==> src/rtl/icp_pkg.sv <==
// Shared constants and types for the I/O channel processor.
// Assumes an 18-bit word machine with one system clock at 40 MHz.
package icp_pkg;

	// Word and addressing widths
	localparam int WORD_W = 18;
	localparam int DEV_ADDR_W = 8;
	localparam int VEC_LEVELS = 8;
	localparam int VEC_HW_LEVELS = 4;

	// Clock and bus settle timing
	localparam int CLK_PERIOD_NS = 25;
	localparam int IO_SETTLE_NS = 200;
	localparam int IO_SETTLE_CYC = (IO_SETTLE_NS + CLK_PERIOD_NS - 1) /
		CLK_PERIOD_NS;

	// Memory words of the block transfer table: word count at even
	// offset, current address at the following odd offset
	localparam logic [17:0] MC_TABLE_BASE = 18'h00010;
	localparam logic [17:0] MC_CA_OFFSET = 18'h00001;
	// Entry point base for software-requested priority levels
	localparam logic [17:0] SW_VECTOR_BASE = 18'h00040;

	// Reset value and increment constant
	localparam logic [17:0] WORD_RST = 18'h00000;
	localparam logic [17:0] ADD_ONE = 18'h00001;

	// Processor requests on the device bus
	typedef enum logic [2:0] {
		CPU_CMD = 3'h0,
		CPU_AC_OUT = 3'h1,
		CPU_AC_IN = 3'h2,
		CPU_STATUS = 3'h3,
		CPU_SKIP = 3'h4
	} icp_cpu_op_t;

	// Device channel requests
	typedef enum logic [2:0] {
		CH_MC_IN = 3'h0,
		CH_MC_OUT = 3'h1,
		CH_ADD = 3'h2,
		CH_INCR = 3'h3,
		CH_SC_IN = 3'h4,
		CH_SC_OUT = 3'h5
	} icp_chan_op_t;

	// Sequencer states, Gray coded in the listed order from ST_IDLE up to ST_FINISH
	typedef enum logic [3:0] {
		ST_IDLE = 4'h0,
		ST_SETUP = 4'h1,
		ST_WC_RD = 4'h3,
		ST_WC_WR = 4'h2,
		ST_CA_RD = 4'h6,
		ST_CA_WR = 4'h7,
		ST_DAT_RD = 4'h5,
		ST_DAT_WR = 4'h4,
		ST_FINISH = 4'hc,
		ST_IO_WAIT = 4'h8,
		ST_IO_DONE = 4'h9
	} icp_state_t;

endpackage

==> src/rtl/icp_io_channel_processor.sv <==
// I/O channel processor: device bus sequencer, data channel, interrupts.
// Assumes processor and memory bus share sys_clk; device lines are async.
//
// Behaviour
// - Skip request sets cpu_skip when addressed device flag is asserted.
// - Accumulator words of 18 bits go out to or come in from devices.
// - Status read gathers 18 device status bits into the accumulator.
// - Block count and address live in two memory words per device.
// - Block transfers move words to or from consecutive memory addresses.
// - Program interrupt taken only at instruction completion.
// - Eight priority levels: four hardware, four software.
// - Priority levels nest; debreak releases the highest active level.
// - Add-to-memory writes sum back and returns it to the device.
// - Increment request adds one to device-named memory word.
// - Channel device data is captured in an 18-bit input buffer first.
// - Every adder result lands in the data storage register.
// - Add cycle feeds memory word and input buffer to the adder.
// - Requests are synchronised, granted by priority, then sequenced.
// - Device commands are delivered to the addressed device.
// - Channel arithmetic uses its own adder; its memory cycles withhold cpu_mem_grant.
// - Channel wins memory over the CPU on simultaneous requests.
`timescale 1ns/10ps
module icp_io_channel_processor
	import icp_pkg::*;
#(
	parameter int DEV_W = DEV_ADDR_W
) (
	input wire logic sys_clk,
	input wire logic rst_b,
	input wire logic clk_en,
	input wire logic cpu_req,
	input wire logic [2:0] cpu_op,
	input wire logic [DEV_W-1:0] cpu_dev,
	input wire logic [17:0] cpu_ac_out,
	output logic cpu_done,
	output logic [17:0] cpu_ac_in,
	output logic cpu_skip,
	input wire logic cpu_mem_req,
	output logic cpu_mem_grant,
	input wire logic cpu_instr_end,
	input wire logic prog_int_en,
	input wire logic [3:0] sw_vec_req,
	input wire logic cpu_debreak,
	output logic prog_int_take,
	output logic vec_take,
	output logic [2:0] vec_level,
	output logic [17:0] vec_entry,
	output logic [DEV_W-1:0] dev_sel,
	output logic [2:0] dev_io_func,
	output logic dev_io_strobe,
	output logic [17:0] dev_data_out,
	input wire logic [17:0] dev_data_in,
	input wire logic [17:0] dev_status,
	input wire logic dev_flag,
	input wire logic dev_chan_req,
	input wire logic [2:0] dev_chan_op,
	input wire logic [DEV_W-1:0] dev_chan_id,
	input wire logic [17:0] dev_addr_in,
	output logic dev_chan_grant,
	output logic dev_block_done,
	input wire logic dev_prog_req,
	input wire logic [3:0] dev_vec_req,
	input wire logic [17:0] dev_vec_addr,
	output logic [3:0] dev_vec_grant,
	output logic mem_req,
	output logic mem_we,
	output logic [17:0] mem_addr,
	output logic [17:0] mem_wdata,
	input wire logic [17:0] mem_rdata,
	input wire logic mem_ack
);

	// Plain 18-bit adder
	function automatic logic [17:0] icp_add(input logic [17:0] a,
		input logic [17:0] b);
		icp_add = a + b;
	endfunction

	// Lowest set index of an 8-bit mask, with a valid bit on top
	function automatic logic [3:0] icp_prio(input logic [7:0] v);
		icp_prio = 4'h0;
		for (int i = 7; i >= 0; i--) begin
			if (v[i]) begin
				icp_prio = {1'b1, 3'(i)};
			end
		end
	endfunction

	// Pin synchroniser: three stages, a change counts when 2 and 3 agree
	logic [6:0] pin_raw, pin_s1, pin_s2, pin_s3, pin_f, next_pin_f;
	assign pin_raw = {dev_chan_req, dev_prog_req, dev_vec_req, dev_flag};
	assign next_pin_f = (~(pin_s2 ^ pin_s3) & pin_s3) |
		((pin_s2 ^ pin_s3) & pin_f);
	always_ff @(posedge sys_clk or negedge rst_b) begin
		if (!rst_b) begin
			pin_s1 <= 7'h00;
			pin_s2 <= 7'h00;
			pin_s3 <= 7'h00;
			pin_f <= 7'h00;
		end else if (clk_en) begin
			pin_s1 <= pin_raw;
			pin_s2 <= pin_s1;
			pin_s3 <= pin_s2;
			pin_f <= next_pin_f;
		end
	end

	logic chan_req_f, prog_req_f, flag_f;
	logic [3:0] vec_hw_f;
	assign chan_req_f = pin_f[6];
	assign prog_req_f = pin_f[5];
	assign vec_hw_f = pin_f[4:1];
	assign flag_f = pin_f[0];

	// Sequencer and data path state
	icp_state_t state, next_state;
	icp_chan_op_t op, next_op;
	logic [17:0] io_buf, next_io_buf, dsr, next_dsr;
	logic [17:0] next_mem_addr, next_cpu_ac_in;
	logic [17:0] adder_a, adder_b, sum, wc_addr;
	logic [DEV_W-1:0] next_dev_sel;
	logic [2:0] next_dev_io_func;
	logic [3:0] io_cnt, next_io_cnt;
	logic ovf, next_ovf, chan_wait, next_chan_wait, is_mc, chan_go;
	logic next_cpu_done, next_cpu_skip, next_mem_req, next_mem_we;
	logic next_chan_grant, next_block_done, next_cpu_mem_grant;

	assign is_mc = (op == CH_MC_IN) || (op == CH_MC_OUT) || (op == CH_ADD);
	assign wc_addr = icp_add(MC_TABLE_BASE, 18'({dev_sel, 1'b0}));
	assign chan_go = chan_req_f && !chan_wait;
	assign sum = icp_add(adder_a, adder_b);
	assign dev_data_out = dsr;
	assign mem_wdata = dsr;

	// Mixer: steer operands onto the adder inputs for each step
	always_comb begin
		adder_a = io_buf;
		adder_b = WORD_RST;
		case (state)
			ST_IDLE: adder_a = cpu_ac_out;
			ST_WC_RD, ST_CA_RD: begin
				adder_a = mem_rdata;
				adder_b = ADD_ONE;
			end
			ST_DAT_RD: begin
				adder_a = mem_rdata;
				if (op == CH_ADD) begin
					adder_b = io_buf;
				end else if (op == CH_INCR) begin
					adder_b = ADD_ONE;
				end
			end
			default: adder_a = io_buf;
		endcase
	end

	// Sequencer next values
	always_comb begin
		next_state = state;
		next_op = op;
		next_io_buf = io_buf;
		next_dsr = dsr;
		next_mem_addr = mem_addr;
		next_dev_sel = dev_sel;
		next_dev_io_func = dev_io_func;
		next_io_cnt = io_cnt;
		next_ovf = ovf;
		next_cpu_ac_in = cpu_ac_in;
		next_cpu_skip = cpu_skip;
		next_chan_wait = chan_wait && chan_req_f;
		case (state)
			ST_IDLE: begin
				if (chan_go) begin
					next_io_buf = dev_data_in;
					next_op = icp_chan_op_t'(dev_chan_op);
					next_dev_sel = dev_chan_id;
					next_mem_addr = dev_addr_in;
					next_ovf = 1'b0;
					next_state = ST_SETUP;
				end else if (cpu_req) begin
					next_dev_sel = cpu_dev;
					next_dev_io_func = cpu_op;
					next_dsr = sum;
					next_cpu_skip = 1'b0;
					next_io_cnt = 4'(IO_SETTLE_CYC - 1);
					next_state = ST_IO_WAIT;
				end
			end
			ST_SETUP: begin
				if (is_mc) begin
					next_mem_addr = wc_addr;
					next_state = ST_WC_RD;
				end else if (op == CH_SC_IN) begin
					next_dsr = sum;
					next_state = ST_DAT_WR;
				end else begin
					next_state = ST_DAT_RD;
				end
			end
			ST_WC_RD: if (mem_ack) begin
				next_dsr = sum;
				next_ovf = (sum == WORD_RST);
				next_state = ST_WC_WR;
			end
			ST_WC_WR: if (mem_ack) begin
				next_mem_addr = wc_addr | MC_CA_OFFSET;
				next_state = ST_CA_RD;
			end
			ST_CA_RD: if (mem_ack) begin
				next_dsr = sum;
				next_state = ST_CA_WR;
			end
			ST_CA_WR: if (mem_ack) begin
				next_mem_addr = dsr;
				if (op == CH_MC_IN) begin
					next_dsr = sum;
					next_state = ST_DAT_WR;
				end else begin
					next_state = ST_DAT_RD;
				end
			end
			ST_DAT_RD: if (mem_ack) begin
				next_dsr = sum;
				if (op == CH_MC_OUT || op == CH_SC_OUT) begin
					next_state = ST_FINISH;
				end else begin
					next_state = ST_DAT_WR;
				end
			end
			ST_DAT_WR: if (mem_ack) begin
				next_state = ST_FINISH;
			end
			ST_FINISH: begin
				next_chan_wait = 1'b1;
				next_state = ST_IDLE;
			end
			ST_IO_WAIT: begin
				if (io_cnt == 4'h0) begin
					if (dev_io_func == CPU_AC_IN) begin
						next_cpu_ac_in = dev_data_in;
					end else if (dev_io_func == CPU_STATUS) begin
						next_cpu_ac_in = dev_status;
					end else if (dev_io_func == CPU_SKIP) begin
						next_cpu_skip = flag_f;
					end
					next_state = ST_IO_DONE;
				end else begin
					next_io_cnt = io_cnt - 4'h1;
				end
			end
			ST_IO_DONE: next_state = ST_IDLE;
			default: next_state = ST_IDLE;
		endcase
		next_mem_req = (next_state inside {ST_WC_RD, ST_WC_WR, ST_CA_RD,
			ST_CA_WR, ST_DAT_RD, ST_DAT_WR});
		next_mem_we = (next_state inside {ST_WC_WR, ST_CA_WR, ST_DAT_WR});
		next_cpu_mem_grant = cpu_mem_req && !next_mem_req;
		next_cpu_done = (next_state == ST_IO_DONE);
		next_chan_grant = (next_state == ST_FINISH);
		next_block_done = (next_state == ST_FINISH) && next_ovf && is_mc;
	end

	// Sequencer registers
	always_ff @(posedge sys_clk or negedge rst_b) begin
		if (!rst_b) begin
			state <= ST_IDLE;
			op <= CH_MC_IN;
			io_buf <= WORD_RST;
			dsr <= WORD_RST;
			mem_addr <= WORD_RST;
			dev_sel <= '0;
			dev_io_func <= 3'h0;
			io_cnt <= 4'h0;
			ovf <= 1'b0;
			chan_wait <= 1'b0;
			cpu_ac_in <= WORD_RST;
			cpu_skip <= 1'b0;
			cpu_done <= 1'b0;
			cpu_mem_grant <= 1'b0;
			mem_req <= 1'b0;
			mem_we <= 1'b0;
			dev_io_strobe <= 1'b0;
			dev_chan_grant <= 1'b0;
			dev_block_done <= 1'b0;
		end else if (clk_en) begin
			state <= next_state;
			op <= next_op;
			io_buf <= next_io_buf;
			dsr <= next_dsr;
			mem_addr <= next_mem_addr;
			dev_sel <= next_dev_sel;
			dev_io_func <= next_dev_io_func;
			io_cnt <= next_io_cnt;
			ovf <= next_ovf;
			chan_wait <= next_chan_wait;
			cpu_ac_in <= next_cpu_ac_in;
			cpu_skip <= next_cpu_skip;
			cpu_done <= next_cpu_done;
			cpu_mem_grant <= next_cpu_mem_grant;
			mem_req <= next_mem_req;
			mem_we <= next_mem_we;
			dev_io_strobe <= (next_state == ST_IO_WAIT);
			dev_chan_grant <= next_chan_grant;
			dev_block_done <= next_block_done;
		end
	end

	// Interrupt next values: priority levels and program interrupt
	logic [7:0] active, next_active, act_after;
	logic [3:0] cand, act_top, after_top;
	logic take, next_prog_int_take;
	logic [2:0] next_vec_level;
	logic [17:0] next_vec_entry;
	logic [3:0] next_vec_grant;
	always_comb begin
		cand = icp_prio({sw_vec_req, vec_hw_f});
		act_top = icp_prio(active);
		act_after = active;
		if (cpu_debreak && act_top[3]) begin
			act_after[act_top[2:0]] = 1'b0;
		end
		after_top = icp_prio(act_after);
		take = cpu_instr_end && cand[3] &&
			(!after_top[3] || cand[2:0] < after_top[2:0]);
		next_active = act_after;
		next_vec_level = vec_level;
		next_vec_entry = vec_entry;
		next_vec_grant = 4'h0;
		if (take) begin
			next_active[cand[2:0]] = 1'b1;
			next_vec_level = cand[2:0];
			if (cand[2] == 1'b0) begin
				next_vec_entry = dev_vec_addr;
				next_vec_grant = 4'(4'h1 << cand[1:0]);
			end else begin
				next_vec_entry = icp_add(SW_VECTOR_BASE, 18'(cand[2:0]));
			end
		end
		next_prog_int_take = cpu_instr_end && prog_int_en && prog_req_f &&
			!cand[3] && !after_top[3];
	end

	// Interrupt registers
	always_ff @(posedge sys_clk or negedge rst_b) begin
		if (!rst_b) begin
			active <= 8'h00;
			vec_take <= 1'b0;
			vec_level <= 3'h0;
			vec_entry <= WORD_RST;
			dev_vec_grant <= 4'h0;
			prog_int_take <= 1'b0;
		end else if (clk_en) begin
			active <= next_active;
			vec_take <= take;
			vec_level <= next_vec_level;
			vec_entry <= next_vec_entry;
			dev_vec_grant <= next_vec_grant;
			prog_int_take <= next_prog_int_take;
		end
	end
endmodule

==> config.mk <==
export PLATFORM = sky130hd
export DESIGN_NAME = icp_io_channel_processor
export DESIGN_NICKNAME = d
export VERILOG_FILES = /design/src/rtl/icp_pkg.sv /design/src/rtl/icp_io_channel_processor.sv
export SDC_FILE = /design/constraint.sdc
export NUM_CORES = 1
export LEC_CHECK = 0
export ABC_AREA = 1
export BUFFER_PORTS_ARGS = -buffer_cell sky130_fd_sc_hd__buf_2
export CAP_MARGIN = 20
export CORE_ASPECT_RATIO = 1.5
export CORE_MARGIN = 1.5
export CORE_UTILIZATION = 30
export DETAILED_ROUTE_END_ITERATION = 10
export HOLD_SLACK_MARGIN = 0.03
export SLEW_MARGIN = 10
export SYNTH_ARGS = -nofsm -noshare
export SYNTH_HDL_FRONTEND = slang
export SYNTH_SLANG_ARGS = --single-unit
==> constraint.sdc <==
create_clock -name sys_clk -period 3.76 [get_ports sys_clk]
set_input_delay 0 -clock sys_clk [delete_from_list [all_inputs] [get_ports sys_clk]]
set_output_delay 0 -clock sys_clk [all_outputs]
set_load 0.1 [all_outputs]
# After elaboration in Yosys (flattened, before gate mapping)
# Cells that the tools add are included.
dict set report totals {
  rom_bits 0
  mem_count 0
  ff_bits 167
  input_bits 150
  mem_bits_rw 0
  latch_bits 0
}
dict set report op_classes {
  add_sub_neg 4
  order_cmp 5
  n_reduce_logical 44
  n_div 0
  shift 1
  n_bitwise 9
  n_mul 0
  n_eq_ne 41
  muxes 83
}
# operator n
set op_table {}
lappend op_table {{18-bit 2-to-1 mux} 15}
lappend op_table {{4-bit 2-to-1 mux} 39}
lappend op_table {{18-bit one-hot mux with 4 select lines} 2}
lappend op_table {{18-bit one-hot mux with 2 select lines} 2}
lappend op_table {{4-bit one-hot mux with 9 select lines} 1}
lappend op_table {{4-bit by 3-bit == test with 1-bit output (second input constant)} 8}
lappend op_table {{8-bit 2-to-1 mux} 4}
lappend op_table {{2-bit != test (second input constant)} 14}
lappend op_table {{4-bit == test (second input constant)} 5}
lappend op_table {{18-bit adder} 1}
lappend op_table {{18-bit logical NOT} 1}
lappend op_table {{4-bit by 2-bit == test with 1-bit output (second input constant)} 4}
lappend op_table {{7-bit AND} 2}
lappend op_table {{1-bit logical AND} 14}
lappend op_table {{1-bit 2-to-1 mux} 14}
lappend op_table {{3-bit by 2-bit == test with 1-bit output (second input constant)} 4}
lappend op_table {{5-bit by 9-bit adder with 10-bit output (first input constant)} 1}
lappend op_table {{3-bit == test (second input constant)} 3}
lappend op_table {{9-bit AND reduction} 1}
lappend op_table {{7-bit by 3-bit adder with 8-bit output (first input constant)} 1}
lappend op_table {{8-bit AND} 1}
lappend op_table {{4-bit logical NOT} 2}
lappend op_table {{3-bit by 4-bit < comparator with 1-bit output (second input constant)} 2}
lappend op_table {{8-bit NOT} 1}
lappend op_table {{31 further kinds} 45}

# Longest topological paths before layout
dict set report logic_depth {
  word_depth 27
  ltp_mapped 31
  depth_no_buf 30
}

# Least setup slack after synthesis
# Ideal clock, no wire load.
dict set report synth_timing {
  path_type {register to register}
  startpoint {reg state[0]}
  endpoint {reg ovf}
  path_slack_ns 0.324
  setup_time_ns 0.066
  path_stages_with_launch 30
  n_path_buf 2
  t_required_ns 3.694
  arrival_time_ns 3.371
  cell_sequence {dfrtp_1 inv_1 nor2_1 nand2_2 nand2_1 nor2_2 inv_1 buf_2 buf_1 a22oi_1 nand2_1 ha_1 fa_1 nand3_1 nand2_1 nand2_1 nand3_1 a21oi_1 nand2_1 nand2_1 nand2_1 nor2_1 nand2_1 nor2_1 nand3_1 nand2_1 nand2_1 nand2_1 nand2_1 nand2_1}
}
dict set report synth_between {
  elab_chain_len 7
  elab_cells_between_ends 12
}
# element line_no
set synth_lines {}
lappend synth_lines {{start, declared} icp_io_channel_processor.sv:116} ;# icp_state_t state, next_state;
lappend synth_lines {{start signal, assigned} icp_io_channel_processor.sv:286} ;# state <= next_state;
lappend synth_lines {{4-bit by 3-bit == test with 1-bit output or 4-bit by 2-bit == test with 1-bit output (tied branches)} {icp_io_channel_processor.sv:139, icp_io_channel_processor.sv:171}}
lappend synth_lines {{3-bit OR reduction (no source line) or 2-bit OR reduction (tied branches)} --}
lappend synth_lines {{18-bit one-hot mux with 2 select lines} icp_io_channel_processor.sv:139} ;# case (state)
lappend synth_lines {{18-bit adder} icp_io_channel_processor.sv:76} ;# icp_add = a + b;
lappend synth_lines {{18-bit logical NOT} icp_io_channel_processor.sv:202} ;# next_ovf = (sum == WORD_RST);
lappend synth_lines {{1-bit 2-to-1 mux} icp_io_channel_processor.sv:200} ;# ST_WC_RD: if (mem_ack) begin
lappend synth_lines {{1-bit one-hot mux with 2 select lines *} icp_io_channel_processor.sv:171} ;# case (state)
lappend synth_lines {{end signal, assigned} icp_io_channel_processor.sv:294} ;# ovf <= next_ovf;
lappend synth_lines {{end, declared} icp_io_channel_processor.sv:124} ;# logic ovf, next_ovf, chan_wait, next_chan_wait, is_mc, chan_go;
# Every way passes the cells marked *; elsewhere a longest branch is shown, timed or not.
# A chain may end at the register's enable or synchronous reset.

# Worst setup path in the final report
# Ends and elaborated chain as after synthesis.

==> results.cfg <==
[detailed_routing]
dr.first_iter.drc_count = 536
drc = 0
wire_per_inst_um = 15.28
via_per_inst = 4.768
drtAntennaViolNets = 0
routed_wl_um = 30210
num_vias = 9426
dr.pass1.iters = 6

[yosys]
postSynthNetCount = 1374
synth_area_um2 = 9339
synth-seq-area-share = 0.4475
synth-edff-count = 0
yosysTopAreaCellShare = 0.4475
synthFlopType = dfrtp_1
synthTopCellsByCount = nand2_1 (352), dfrtp_1 (167), inv_1 (118)
synthArstFlopShare = 1.000
synth_area_leader_cell = dfrtp_1
synth_cells = 1202
synth_area_per_cell_um2 = 7.770
ys_seq_elements = 167
synth_cell_type_count = 48
ys_top_cells_by_area = dfrtp_1 (45%), nand2_1 (14%), o21ai_0 (6.2%)
yosys_warnings = 0
synth.most_common_cell = nand2_1

[place]
dpl_cell_area_um2 = 10960
hpwl_um = 22160
place_inst = 1823
port_buffers = 267
gp_congestion = 0.9166

[timing]
hold_violations = 0
drv_slew = 0
fin_crit_ns = 3.455
finClkSkew_ns = 0.008543
tightest_slew_ns = 0.8055
maxSlewHeadroom = 0.4630
tns_ns = 0
period_share = 0.9188
setup_viol = 0
max_freq_mhz = 289.5

[final_layout]
final_net_count = 1732
n_fill_cell = 3137
fin_area_um2 = 12870
drive_gt1_frac = 0.2486
post-route-util = 0.4228
fin_cells = 1977
syn2layout_area_growth_pct = 37.85

[clock_network]
clk_latency_ns = 0.44
clockBufferDepth = 2
htree_levels = 4
cts_buffers = 17
clkTransAtPathRegs_ns = 0.07
cts_tree = built
clock-root-buffer = clkbuf_16
cts_sinks = 167

[outcome]
status = finished clean

[floorplan]
fp.dieH_um = 219.1
rows = 78
coreArea_um2 = 30450
dieWidth_um = 147.1
start_util = 0.3067
io_pins = 268
fp.dieArea_um2 = 32220

[grt]
grt_pass1_wl_um = 48360
antenna_found_initial = 4
grt_max_degree = 84
grt-ovfl-total = 0
use_met1 = 0.2234
grt_pass1_vias = 9453
busiest_layer = met2
use_met3 = 0.03306
grtUsageTotal = 0.1904
met2_usage = 0.3315

[power]
power.leakage_nw = 6.740
irDropWorstVdd_v = 0.0004635
pwr_density_cell_nw_per_um2 = 961.7
power_mw = 12.38

[worst_setup_path]
cp-end-kind = flip-flop
critPathMaxFanout = 19
criticalPathCategory = flip-flop to flip-flop
crit_required_ns = 4.14
arrival_ns = 3.83
critPathLaunchType = flip-flop

[flow_run]
drv_cap = 0

[hold_path]
hold_path.class = input port to flip-flop
cells by family (layout without fill, tap and decap cells):
logic type               Yosys count  count (layout)  synth area share
flip-flops                       167             167            0.4475
AND/OR/NAND/NOR                  565             565            0.2578
buffers and inverters            185             556           0.08722
multiplexers                      18              18           0.02170
other                              0               4                 0
adder cells (fa/ha/maj)           22              22           0.03028
XOR/XNOR                          14              14           0.01313
AO/OA/AOI/OAI                    231             231            0.1424
power by group:
group	switching, mW	total (mW)	internal (mW)	leakage, nW
Sequential	0.469	2.86	2.40	2.08
Combinational	5.93	7.64	1.70	4.36
Clock	0.795	1.88	1.09	0.298
Total	7.19	12.4	5.19	6.74
layout make-up:
cell class	instances	area [µm²]	share of cell area
clock inverters	13	183.9	0.01429
clock buffers	19	442.9	0.03441
diodes	4	10.01	0.0007775
flip-flops and latches	167	4182	0.3248
inverters	124	481.7	0.03742
repair buffers	400	2619	0.2034
multi-input cells	850	4454	0.3460
well taps	400	500.5	0.03888
critical path: stages (launching register included):
cell and delay [ns]:
dfrtp_1 0.42, inv_2 0.09, nand2_2 0.12, nor2_4 0.05, nand2_2 0.12, bufinv_8 0.24, a22oi_1 0.26, o21ai_0 0.15
ha_1 0.43, nand2_1 0.14, nor2_2 0.17, nand3_1 0.12, nand2_1 0.10, xor2_1 0.20, nand2_1 0.09, nor2_1 0.09
nand2_1 0.07, nor2_1 0.12, nand3_1 0.08, nand2_1 0.07, nand2_1 0.05, nand2_1 0.07, nand2_1 0.06, nand2_1 0.07
path summary, 6_finish.rpt:
kind,start,to,slack [ns],cells after the start
min in group asynchronous,rst_b,vec_entry[3],0.17,2
hold reg to reg,vec_entry[3],vec_entry[3],0.47,2
setup reg to reg,state[0],ovf,0.31,23
max in group asynchronous,rst_b,mem_addr[13],2.62,3
hold / removal,mem_ack,state[2],0.07,3
setup / recovery,state[0],ovf,0.31,23
what timing repair did:
action / in CTS / in global routing
endpoints found under the hold margin: 179 / 0
buffers inserted: 0 / 7
resized for setup: 0 / 30
endpoints found under the setup margin: 0 / 2
hold buffers: 111 / 0
cell usage in the layout, fill, tap and decap left out, types with 5 or more instances in the layout:
cell type      Yosys  routed
a21oi_1           45      41
a22oi_1           28      26
a31oi_1           14      14
buf_2             10     266
buf_4             19      22
clkbuf_16          0      17
dfrtp_1          167     165
dlygate4sd3_1      0     111
ha_1              21      19
inv_1            118     115
inv_2              3       6
mux2_2            18      18
nand2_1          352     349
nand2_2            5       8
nand3_1           39      36
nand3b_1          16      16
nand4_1            9       9
nor2_1            94      92
nor3_1            31      30
o21ai_0          116     115
o31ai_1            5       5
xnor2_1            6       5
xor2_1             8       7
registers in the layout (all words and copies together), names as in the netlist, 8 cells and up, named ones only:
register and flops:
active 8, cpu_ac_in 18, dev_data_out 18, dev_sel 8
io_buf 18, mem_addr 18, vec_entry 18
through the flow:
stage | hold WS (ns) | setup WS (ns)
2_1_floorplan | -0.2956 | 0.3238
3_3_place_gp | 0.09996 | 0.1715
3_5_place_dp | 0.1055 | 0.06520
4_1_cts | 0.05319 | 0.03438
5_1_grt | 0.09511 | -0.01595
6_report | 0.07177 | 0.3052
per-layer routing:
layer | vias up | wire (µm)
li1 | 4659 | -
met1 | 4417 | 12480
met2 | 272 | 15100
met3 | 76 | 1299
met4 | 2 | 1317
met5 | - | 13
No activity file was read; power rests on OpenSTA's default activity.
